**src/design/bcdp_pkg.sv**
```systemverilog
package bcdp_pkg;
  localparam int unsigned CLK_HZ = 20000000;
  localparam int unsigned MS_PER_S = 1000;
  localparam int unsigned TICK_CYC = CLK_HZ / MS_PER_S;
  localparam int unsigned SET_MS = 30;
  localparam int unsigned VALID_MS = 40;
  localparam int unsigned RELEASE_MS = 16;
  localparam int unsigned PERIOD_MS = 64;
  localparam int unsigned DIGITS = 5;
  localparam int unsigned DATA_W = 4 * DIGITS;
  localparam int unsigned MS_W = 8;
  localparam int unsigned TICK_W = 16;
  localparam logic [DATA_W-1:0] DATA_OFF = 20'h00000;
endpackage

```
**src/design/bcdp_buf2.sv**
```systemverilog
`timescale 1ns/1ps
module bcdp_buf2 #(
  parameter int unsigned WIDTH = 21
) (
  input wire logic clk,
  input wire logic rst,
  input wire logic in_valid,
  output logic in_ready,
  input wire logic [WIDTH-1:0] in_data,
  output logic out_valid,
  input wire logic out_ready,
  output logic [WIDTH-1:0] out_data
);
  typedef struct packed {
    logic [1:0][WIDTH-1:0] mem;
    logic rd;
    logic wr;
    logic [1:0] cnt;
  } bcdp_buf_type;
  bcdp_buf_type s_q;
  bcdp_buf_type s_d;
  logic push;
  logic pop;
  assign in_ready = (s_q.cnt != 2'h2);
  assign out_valid = (s_q.cnt != 2'h0);
  assign out_data = s_q.mem[s_q.rd];
  assign push = in_valid && in_ready;
  assign pop = out_valid && out_ready;
  always_comb
  begin
    s_d = s_q;
    if (push)
    begin
      s_d.mem[s_q.wr] = in_data;
      s_d.wr = ~s_q.wr;
    end
    if (pop)
      s_d.rd = ~s_q.rd;
    s_d.cnt = s_q.cnt + {1'b0, push} - {1'b0, pop};
  end
  always_ff @(posedge clk)
  begin
    if (rst)
      s_q <= '0;
    else
      s_q <= s_d;
  end
endmodule // bcdp_buf2

```
**src/design/bcdp_port.sv**
```systemverilog
`timescale 1ns/1ps
// Operation
// RULE_01: data only presented after the reader asserts demand.
// RULE_02: data and strobe asserted 30 ms after demand rises; here data loads in the set phase, strobe at 30 ms.
// RULE_03: single sample strobe drops 40 ms after it rose.
// RULE_04: single sample data released 16 ms after strobe drops.
// RULE_05: while demand held, a fresh value is output every 64 ms.
// RULE_06: freeze during change gives old or new value, never off.
// RULE_07: reader samples data only while strobe is asserted.
// RULE_08: reader waits 20 ms after strobe drops before next demand.
// RULE_09: demand and freeze inputs are active low.
// RULE_10: delays from a millisecond tick; inputs synchronised first.
module bcdp_port
  import bcdp_pkg::*;
#(
  parameter int unsigned TICK_CYCLES = bcdp_pkg::TICK_CYC
) (
  input wire logic REF_CLK,
  input wire logic RESET,
  input wire logic REQUEST_N,
  input wire logic FREEZE_N,
  input wire logic [bcdp_pkg::DATA_W-1:0] MEAS_BCD,
  input wire logic MEAS_NEG,
  input wire logic MEAS_VALID,
  output logic MEAS_READY,
  output logic [bcdp_pkg::DATA_W-1:0] BCD_DATA,
  output logic BCD_NEG,
  output logic DATA_STROBE
);
  import bcdp_pkg::*;
  typedef enum logic [1:0] {
    ST_IDLE = 2'b00,
    ST_SET = 2'b01,
    ST_VALID = 2'b10,
    ST_HOLD = 2'b11
  } bcdp_st_type;
  typedef struct packed {
    logic [2:0] req_s;
    logic [2:0] frz_s;
    logic req_q;
    logic frz_q;
    logic [TICK_W-1:0] tick_cnt;
    logic tick;
    logic [MS_W-1:0] ms;
    bcdp_st_type st;
    logic [DATA_W-1:0] data;
    logic neg;
    logic strobe;
  } bcdp_state_type;
  bcdp_state_type s_q;
  bcdp_state_type s_d;
  logic buf_valid;
  logic buf_take;
  logic [DATA_W:0] buf_data;
  logic req_rise;
  function automatic logic ms_done(input logic tick, input logic [MS_W-1:0] ms,
                                   input int unsigned lim);
    ms_done = tick && (ms == MS_W'(lim - 1));
  endfunction
  bcdp_buf2 #(
    .WIDTH(DATA_W + 1)
  ) u_buf (
    .clk(REF_CLK),
    .rst(RESET),
    .in_valid(MEAS_VALID),
    .in_ready(MEAS_READY),
    .in_data({MEAS_NEG, MEAS_BCD}),
    .out_valid(buf_valid),
    .out_ready(buf_take),
    .out_data(buf_data)
  );
  // stage 1 only feeds stage 2; agreement of stages 2 and 3 qualifies a change
  assign req_rise = s_d.req_q && !s_q.req_q;
  // set phase drains to the newest word;
  // continuous output pops at most one word per period, none while frozen, so a stall loses nothing
  assign buf_take = s_q.req_q && !s_q.frz_q &&
                    (s_q.st == ST_SET ||
                     (s_q.st == ST_VALID && ms_done(s_q.tick, s_q.ms, PERIOD_MS))); // RULE_05
  always_comb
  begin
    s_d = s_q;
    s_d.req_s = {s_q.req_s[1:0], ~REQUEST_N}; // RULE_09 RULE_10
    s_d.frz_s = {s_q.frz_s[1:0], ~FREEZE_N}; // RULE_09 RULE_10
    if (s_q.req_s[2] == s_q.req_s[1])
      s_d.req_q = s_q.req_s[2];
    if (s_q.frz_s[2] == s_q.frz_s[1])
      s_d.frz_q = s_q.frz_s[2];
    s_d.tick = (s_q.tick_cnt == TICK_W'(TICK_CYCLES - 1)); // RULE_10
    s_d.tick_cnt = s_d.tick ? '0 : s_q.tick_cnt + 1'b1;
    if (s_q.tick)
      s_d.ms = s_q.ms + 1'b1;
    if (buf_take && buf_valid && s_q.st == ST_SET)
    begin
      s_d.data = buf_data[DATA_W-1:0];
      s_d.neg = buf_data[DATA_W];
    end
    unique case (s_q.st)
      ST_IDLE:
      begin
        if (req_rise) // RULE_01
        begin
          s_d.st = ST_SET;
          s_d.ms = '0;
        end
      end
      ST_SET:
      begin
        if (ms_done(s_q.tick, s_q.ms, SET_MS)) // RULE_02
        begin
          s_d.st = ST_VALID;
          s_d.strobe = 1'b1;
          s_d.ms = '0;
        end
      end
      ST_VALID:
      begin
        if (s_q.req_q)
        begin
          // continuous: reload value each period unless frozen or no word is buffered, data never goes off
          if (ms_done(s_q.tick, s_q.ms, PERIOD_MS)) // RULE_05
          begin
            s_d.ms = '0;
            if (buf_valid && !s_q.frz_q) // RULE_06
            begin
              s_d.data = buf_data[DATA_W-1:0];
              s_d.neg = buf_data[DATA_W];
            end
          end
        end
        // late release in continuous mode waits for the count to wrap
        else if (ms_done(s_q.tick, s_q.ms, VALID_MS)) // RULE_03
        begin
          s_d.st = ST_HOLD;
          s_d.strobe = 1'b0;
          s_d.ms = '0;
        end
      end
      ST_HOLD:
      begin
        if (ms_done(s_q.tick, s_q.ms, RELEASE_MS)) // RULE_04
        begin
          s_d.st = ST_IDLE;
          s_d.data = DATA_OFF;
          s_d.neg = 1'b0;
        end
      end
    endcase
  end
  always_ff @(posedge REF_CLK)
  begin
    if (RESET)
      s_q <= '0;
    else
      s_q <= s_d;
  end
  assign BCD_DATA = s_q.data;
  assign BCD_NEG = s_q.neg;
  assign DATA_STROBE = s_q.strobe;
  AST_STROBE_NEEDS_DEMAND: assert property (@(posedge REF_CLK) disable iff (RESET) // RULE_01
    $rose(s_q.strobe) |-> s_q.st == ST_VALID && $past(s_q.st) == ST_SET)
    else $error("strobe rose without a demand sequence");
  AST_STROBE_NOT_IDLE: assert property (@(posedge REF_CLK) disable iff (RESET) // RULE_07
    s_q.strobe |-> s_q.st == ST_VALID)
    else $error("strobe outside valid state");
  AST_OFF_WHEN_IDLE: assert property (@(posedge REF_CLK) disable iff (RESET) // RULE_04
    $fell(s_q.st == ST_HOLD) |-> s_q.data == DATA_OFF && !s_q.strobe)
    else $error("data not released after hold");
  AST_SET_TIME: assert property (@(posedge REF_CLK) disable iff (RESET) // RULE_02
    $rose(s_q.strobe) |-> s_q.ms == '0 && $past(s_q.ms) == MS_W'(SET_MS - 1))
    else $error("strobe delay wrong");
  AST_VALID_TIME: assert property (@(posedge REF_CLK) disable iff (RESET) // RULE_03
    $fell(s_q.strobe) |-> $past(s_q.ms) == MS_W'(VALID_MS - 1) && s_q.st == ST_HOLD)
    else $error("strobe width wrong");
  AST_NO_DROP_WHILE_HELD: assert property (@(posedge REF_CLK) disable iff (RESET) // RULE_06
    s_q.st == ST_VALID && s_q.req_q |=> s_q.st == ST_VALID)
    else $error("output dropped during continuous output");
  AST_FREEZE_KEEPS: assert property (@(posedge REF_CLK) disable iff (RESET) // RULE_06
    s_q.st == ST_VALID && s_q.frz_q |=> $stable(s_q.data))
    else $error("data changed while frozen");
  AST_PERIOD: assert property (@(posedge REF_CLK) disable iff (RESET) // RULE_05
    s_q.st == ST_VALID && s_q.req_q |-> s_q.ms < MS_W'(PERIOD_MS))
    else $error("refresh period exceeded");
  AST_DATA_ONLY_AT_PERIOD: assert property (@(posedge REF_CLK) disable iff (RESET) // RULE_05
    s_q.st == ST_VALID && !ms_done(s_q.tick, s_q.ms, PERIOD_MS) |=> $stable(s_q.data))
    else $error("data changed between refresh points");
  AST_HOLD_TIME: assert property (@(posedge REF_CLK) disable iff (RESET) // RULE_04
    $fell(s_q.st == ST_HOLD) |-> $past(s_q.ms) == MS_W'(RELEASE_MS - 1))
    else $error("release delay wrong");
  AST_POP_NEEDS_DEMAND: assert property (@(posedge REF_CLK) disable iff (RESET) // RULE_01
    buf_take |-> s_q.req_q)
    else $error("measurement taken without demand");
  AST_NO_POP_FROZEN: assert property (@(posedge REF_CLK) disable iff (RESET) // RULE_06
    s_q.frz_q |-> !buf_take)
    else $error("measurement taken while frozen");
  AST_IDLE_QUIET: assert property (@(posedge REF_CLK) disable iff (RESET) // RULE_01
    s_q.st == ST_IDLE |-> !s_q.strobe && s_q.data == DATA_OFF && !s_q.neg)
    else $error("outputs active while idle");
  AST_SET_ENTRY: assert property (@(posedge REF_CLK) disable iff (RESET) // RULE_01
    $rose(s_q.st == ST_SET) |-> $past(s_q.st) == ST_IDLE && s_q.req_q && s_q.ms == '0)
    else $error("set phase entered without demand");
  AST_SET_BOUND: assert property (@(posedge REF_CLK) disable iff (RESET) // RULE_02
    s_q.st == ST_SET |-> s_q.ms < MS_W'(SET_MS))
    else $error("set phase overran");
  AST_HOLD_BOUND: assert property (@(posedge REF_CLK) disable iff (RESET) // RULE_04
    s_q.st == ST_HOLD |-> s_q.ms < MS_W'(RELEASE_MS) && !s_q.strobe)
    else $error("hold phase overran");
  // the timing base and input qualifiers are checked here as well
  AST_REQ_QUALIFIED: assert property (@(posedge REF_CLK) disable iff (RESET) // RULE_10
    $changed(s_q.req_q) |-> $past(s_q.req_s[2]) == $past(s_q.req_s[1]))
    else $error("demand changed without agreement");
  AST_FRZ_QUALIFIED: assert property (@(posedge REF_CLK) disable iff (RESET) // RULE_10
    $changed(s_q.frz_q) |-> $past(s_q.frz_s[2]) == $past(s_q.frz_s[1]))
    else $error("freeze changed without agreement");
  AST_TICK_RESTART: assert property (@(posedge REF_CLK) disable iff (RESET) // RULE_10
    s_q.tick |-> s_q.tick_cnt == '0)
    else $error("tick counter not restarted");
  AST_MS_ON_TICK: assert property (@(posedge REF_CLK) disable iff (RESET) // RULE_10
    !$past(s_q.tick) && $stable(s_q.st) |-> $stable(s_q.ms))
    else $error("millisecond count moved without tick");
  AST_TICK: assert property (@(posedge REF_CLK) disable iff (RESET) // RULE_10
    s_q.tick |=> !s_q.tick)
    else $error("tick longer than one cycle");
endmodule // bcdp_port

```
**config.mk**
```make
export PLATFORM = sky130hd
export DESIGN_NAME = bcdp_port
export DESIGN_NICKNAME = d
export VERILOG_FILES = /design/src/design/bcdp_pkg.sv /design/src/design/bcdp_buf2.sv /design/src/design/bcdp_port.sv
export SDC_FILE = /design/constraint.sdc
export NUM_CORES = 1
export LEC_CHECK = 0
export BUFFER_PORTS_ARGS = -buffer_cell sky130_fd_sc_hd__buf_2
export CAP_MARGIN = 40
export CORE_ASPECT_RATIO = 1.25
export CORE_UTILIZATION = 45
export DETAILED_ROUTE_END_ITERATION = 10
export SLEW_MARGIN = 40
export SYNTH_ARGS = -nofsm -noshare
export SYNTH_HDL_FRONTEND = slang
export SYNTH_SLANG_ARGS = --single-unit
```
**constraint.sdc**
```tcl
create_clock -name REF_CLK -period 3.2 [get_ports REF_CLK]
set_input_delay 0.64 -clock REF_CLK [delete_from_list [all_inputs] [get_ports REF_CLK]]
set_output_delay 0.64 -clock REF_CLK [all_outputs]
set_load 0.01 [all_outputs]
```
==> metrics.md <==
| Metric | Value |
|---|---|
| Worst-path cell chain | `ha_1, nor4bb_1, and2_1, buf_4, a21o_1, ha_1, inv_1, ha_1, xor2_1, xnor2_1, nor2_1` |
| Highest-delay cell along the critical path | `nor4bb_1` |
| Reg clk slew, reported paths | `0.07 ns` |
| Antenna-violating nets left | `0` |
| Leakage | `0.00184 uW` |
| Fill count | `964` |
| CTS buffer count | `9` |
| Hold Path End | `s_d[56]` |
| Post-route minimum period | `2.60 ns` |
| Main synth FF type | `dfxtp_1` |
| Number of global-route vias before repair | `3300` |
| Mean Syn Cell Area | `8.68 um2` |
| Largest family of logic cells by synthesized area | `simple AND/OR/NAND/NOR gates` |
| Routed WL per cell | `13.9 um` |
| Top sig layer | `met4` |
| Post-synthesis adder-cell area fraction | `1.41%` |
| YS warnings | `0` |
| Worst R2R Path Depth | `11` |
| Critical Path Fanout Max | `12` |
| Worst slew pin tran | `0.720 ns` |
| Setup ws final | `0.598 ns` |
| Setup crit start kind | `flop` |
| Post-synthesis compound-gate area fraction | `11.6%` |
| Routed vias/inst | `5.24` |
| Total wire length | `9100 um` |
| Final Max Slew Viols | `0` |
| CTS sink cnt | `103` |
| Overall Power | `2720 uW` |
| Die H | `113 um` |
| Fin Setup TNS | `0 ns` |
| I/O Buffers | `48` |
| Fraction of registers with async set/reset | `0%` |
| Place WS | `0.590 ns` |
| Hold path cells | `1` |
| Routed wl met2 | `4380 um` |
| Core Region | `9610 um2` |
| Root Driver | `clkbuf_16` |
| Initial DRC count | `118` |
| Final Hold Viols | `0` |
| Power per cell area | `552 nW/um2` |
| Outcome | `complete, no violations` |
| Placer congestion estimate | `0.813` |
| Seq/Total Area, Yosys | `46.6%` |
| Max cap viols | `0` |
| RSZ-0062 raised after global routing | `no` |
| CTS tree | `done` |
| Total GRT Usage | `18.6%` |
| Slew HR | `51.7%` |
| Met3 wire len | `384 um` |
| # diodes | `0` |
| Post-CTS Setup Inserts | `0` |
| Row count | `40` |
| Crit path largest cell delay | `0.46 ns` |
| Final setup viols | `0` |
| Largest net degree at the start of global routing | `38` |
| HP Class | `flop to flop` |
| Post-layout util | `51.4%` |
| Clk Latency, worst-skew pair | `0.34 ns` |
| Simple-gate share of the synthesized area | `21.5%` |
| Resized cells post-CTS | `0` |
| Tcrit/Tclk final | `81.3%` |
| Synthesized instance count | `510` |
| Yosys reg bits | `103` |
| Hpwl dp | `6230 um` |
| Total grt overflow | `0` |
| Die Area | `10200 um2` |
| Syn-to-layout area delta | `11.5%` |
| Fmax | `384 MHz` |
| Peak VDD IR | `432 uV` |
| RR Startpoint | `s_q[24]` |
| Worst Path Arrival | `2.82 ns` |
| Wl on met1 | `4170 um` |
| Required time worst endpoint | `3.42 ns` |
| Multiplexer share of the synthesized area | `7.55%` |
| Most frequent CP cell | `ha_1` |
| Hold Buf Count CTS | `0` |
| Synth cell types | `41` |
| I/O pins | `49` |
| Number of enable flip-flop cells after synthesis | `0` |
| Post-Syn Nets | `541` |
| Initial Util | `46.1%` |
| HP Start | `s_d[55]` |
| RR Endpoint | `u_buf.s_q[1]` |
| Share of cells above drive strength 1 | `16.9%` |
| Crit end category | `flop` |
| Net count, final | `554` |
| Post-synthesis cell area | `4430 um2` |
| First-pass GRT wire length | `15300 um` |
| Drt first pass iters | `4` |
| Final Skew | `0.00829 ns` |
| DRC | `0` |
| H-tree levels | `3` |
| Initial antenna violation count | `0` |
| Setup CP Type | `flop to flop` |
| Via Count | `3426` |
| R2r setup slk | `0.60 ns` |
| Die Wd | `90.7 um` |
| Post-Synth XOR/XNOR Area | `4.55%` |
| Clock Path Buffers | `2` |
## placed cells by master, fill, tap and decap left out, drive strengths merged, types with 4 or more instances in the layout
cell,Yosys,final
nor3,6,6
o21ai,4,4
a211oi,23,23
nand2,114,114
and3,5,5
dfxtp,103,103
inv,6,7
buf,27,54
ha,5,5
xor2,14,14
nand3,9,9
and4,4,4
mux2,11,11
nor2b,9,9
mux2i,21,21
nor4,4,4
clkbuf,25,12
nor2,34,34
a21oi,46,46
nand4,11,11
xnor2,9,9
## cells by family after synthesis
group,Yosys count
AND/OR/NAND/NOR,209
flip-flops,103
AO/OA/AOI/OAI,80
XOR/XNOR,23
adder cells (fa/ha/maj),5
buffers and inverters,58
multiplexers,32
## state kept, by name, indices dropped and copies added (netlist names)
signal	cells
s_d	4
u_buf.s_q	46
BCD_DATA	20
s_q	31
BCD_NEG	1
DATA_STROBE	1
## how the worst max path moves through the flow
stage | startpoint | to
after floorplan | s_q[24] | u_buf.s_q[1]
after global placement | s_q[24] | u_buf.s_q[1]
after detailed placement | s_q[24] | u_buf.s_q[1]
after CTS | s_q[24] | u_buf.s_q[1]
after global routing | s_q[24] | u_buf.s_q[1]
final | s_q[24] | u_buf.s_q[1]
## worst max-delay path: cells and delay by family (launching register included)
kind / cells / cell delay, ns
buffers and inverters: 2 / 0.23
adder cells (fa/ha/maj): 3 / 0.64
AND/OR/NAND/NOR: 3 / 0.71
XOR/XNOR: 2 / 0.31
flip-flops: 1 / 0.42
AO/OA/AOI/OAI: 1 / 0.15
## cell type report
cell class | count | area, um2 | area share (%)
well taps | 126 | 158 | 3.19
inverters | 6 | 22.5 | 0.456
multi-input cells | 349 | 2080 | 42.1
repair buffers | 54 | 285 | 5.78
clock buffers | 12 | 256 | 5.20
flip-flops and latches | 103 | 2060 | 41.8
clock inverters | 4 | 76.3 | 1.55
## report_power, final
part	total, uW	leakage, uW	switching, uW	internal [uW]
sequential	1350	0.000836	22.9	1320
clock	1200	0.000159	469	731
combinational	176	0.000842	110	66.0
## routing by layer
layer  track usage (%)  up-vias
met1              22.7     1616
met5                 0        -
met4              7.42        0
met2              31.6       58
met3              4.50       12
li1                  -     1740
## synth_stat cells (2+ instances only)
cell type	instances	area, um2
xnor2_1	9	78.8
nor4_1	4	25.0
nand2_1	114	428
or3_1	2	12.5
nand4_1	11	68.8
and3_1	5	31.3
mux2i_1	21	210
nor4bb_1	2	20.0
mux2_2	10	113
nand3_1	9	45.0
a211oi_1	23	173
o21ai_0	3	15.0
xor2_1	14	123
and4b_1	2	20.0
nor2b_1	9	56.3
buf_4	21	158
nor2_1	34	128
dfxtp_1	103	2060
buf_2	4	20.0
nor3_1	6	30.0
and2_1	2	12.5
and4_1	4	35.0
ha_1	5	62.6
nand2b_1	2	12.5
clkbuf_1	25	93.8
inv_1	3	11.3
a21oi_1	46	230
inv_2	3	11.3
buf_1	2	7.51
## through the flow
stage	std cells	hold slack (ns)	area (um2)
finish	654	0.446	4940
global route	654	0.440	4940
CTS	654	0.442	4930
detailed placement	638	0.439	4600
global placement	638	0.433	4600
floorplan	510	0.414	4430
Power figures use the tool's default switching activity.
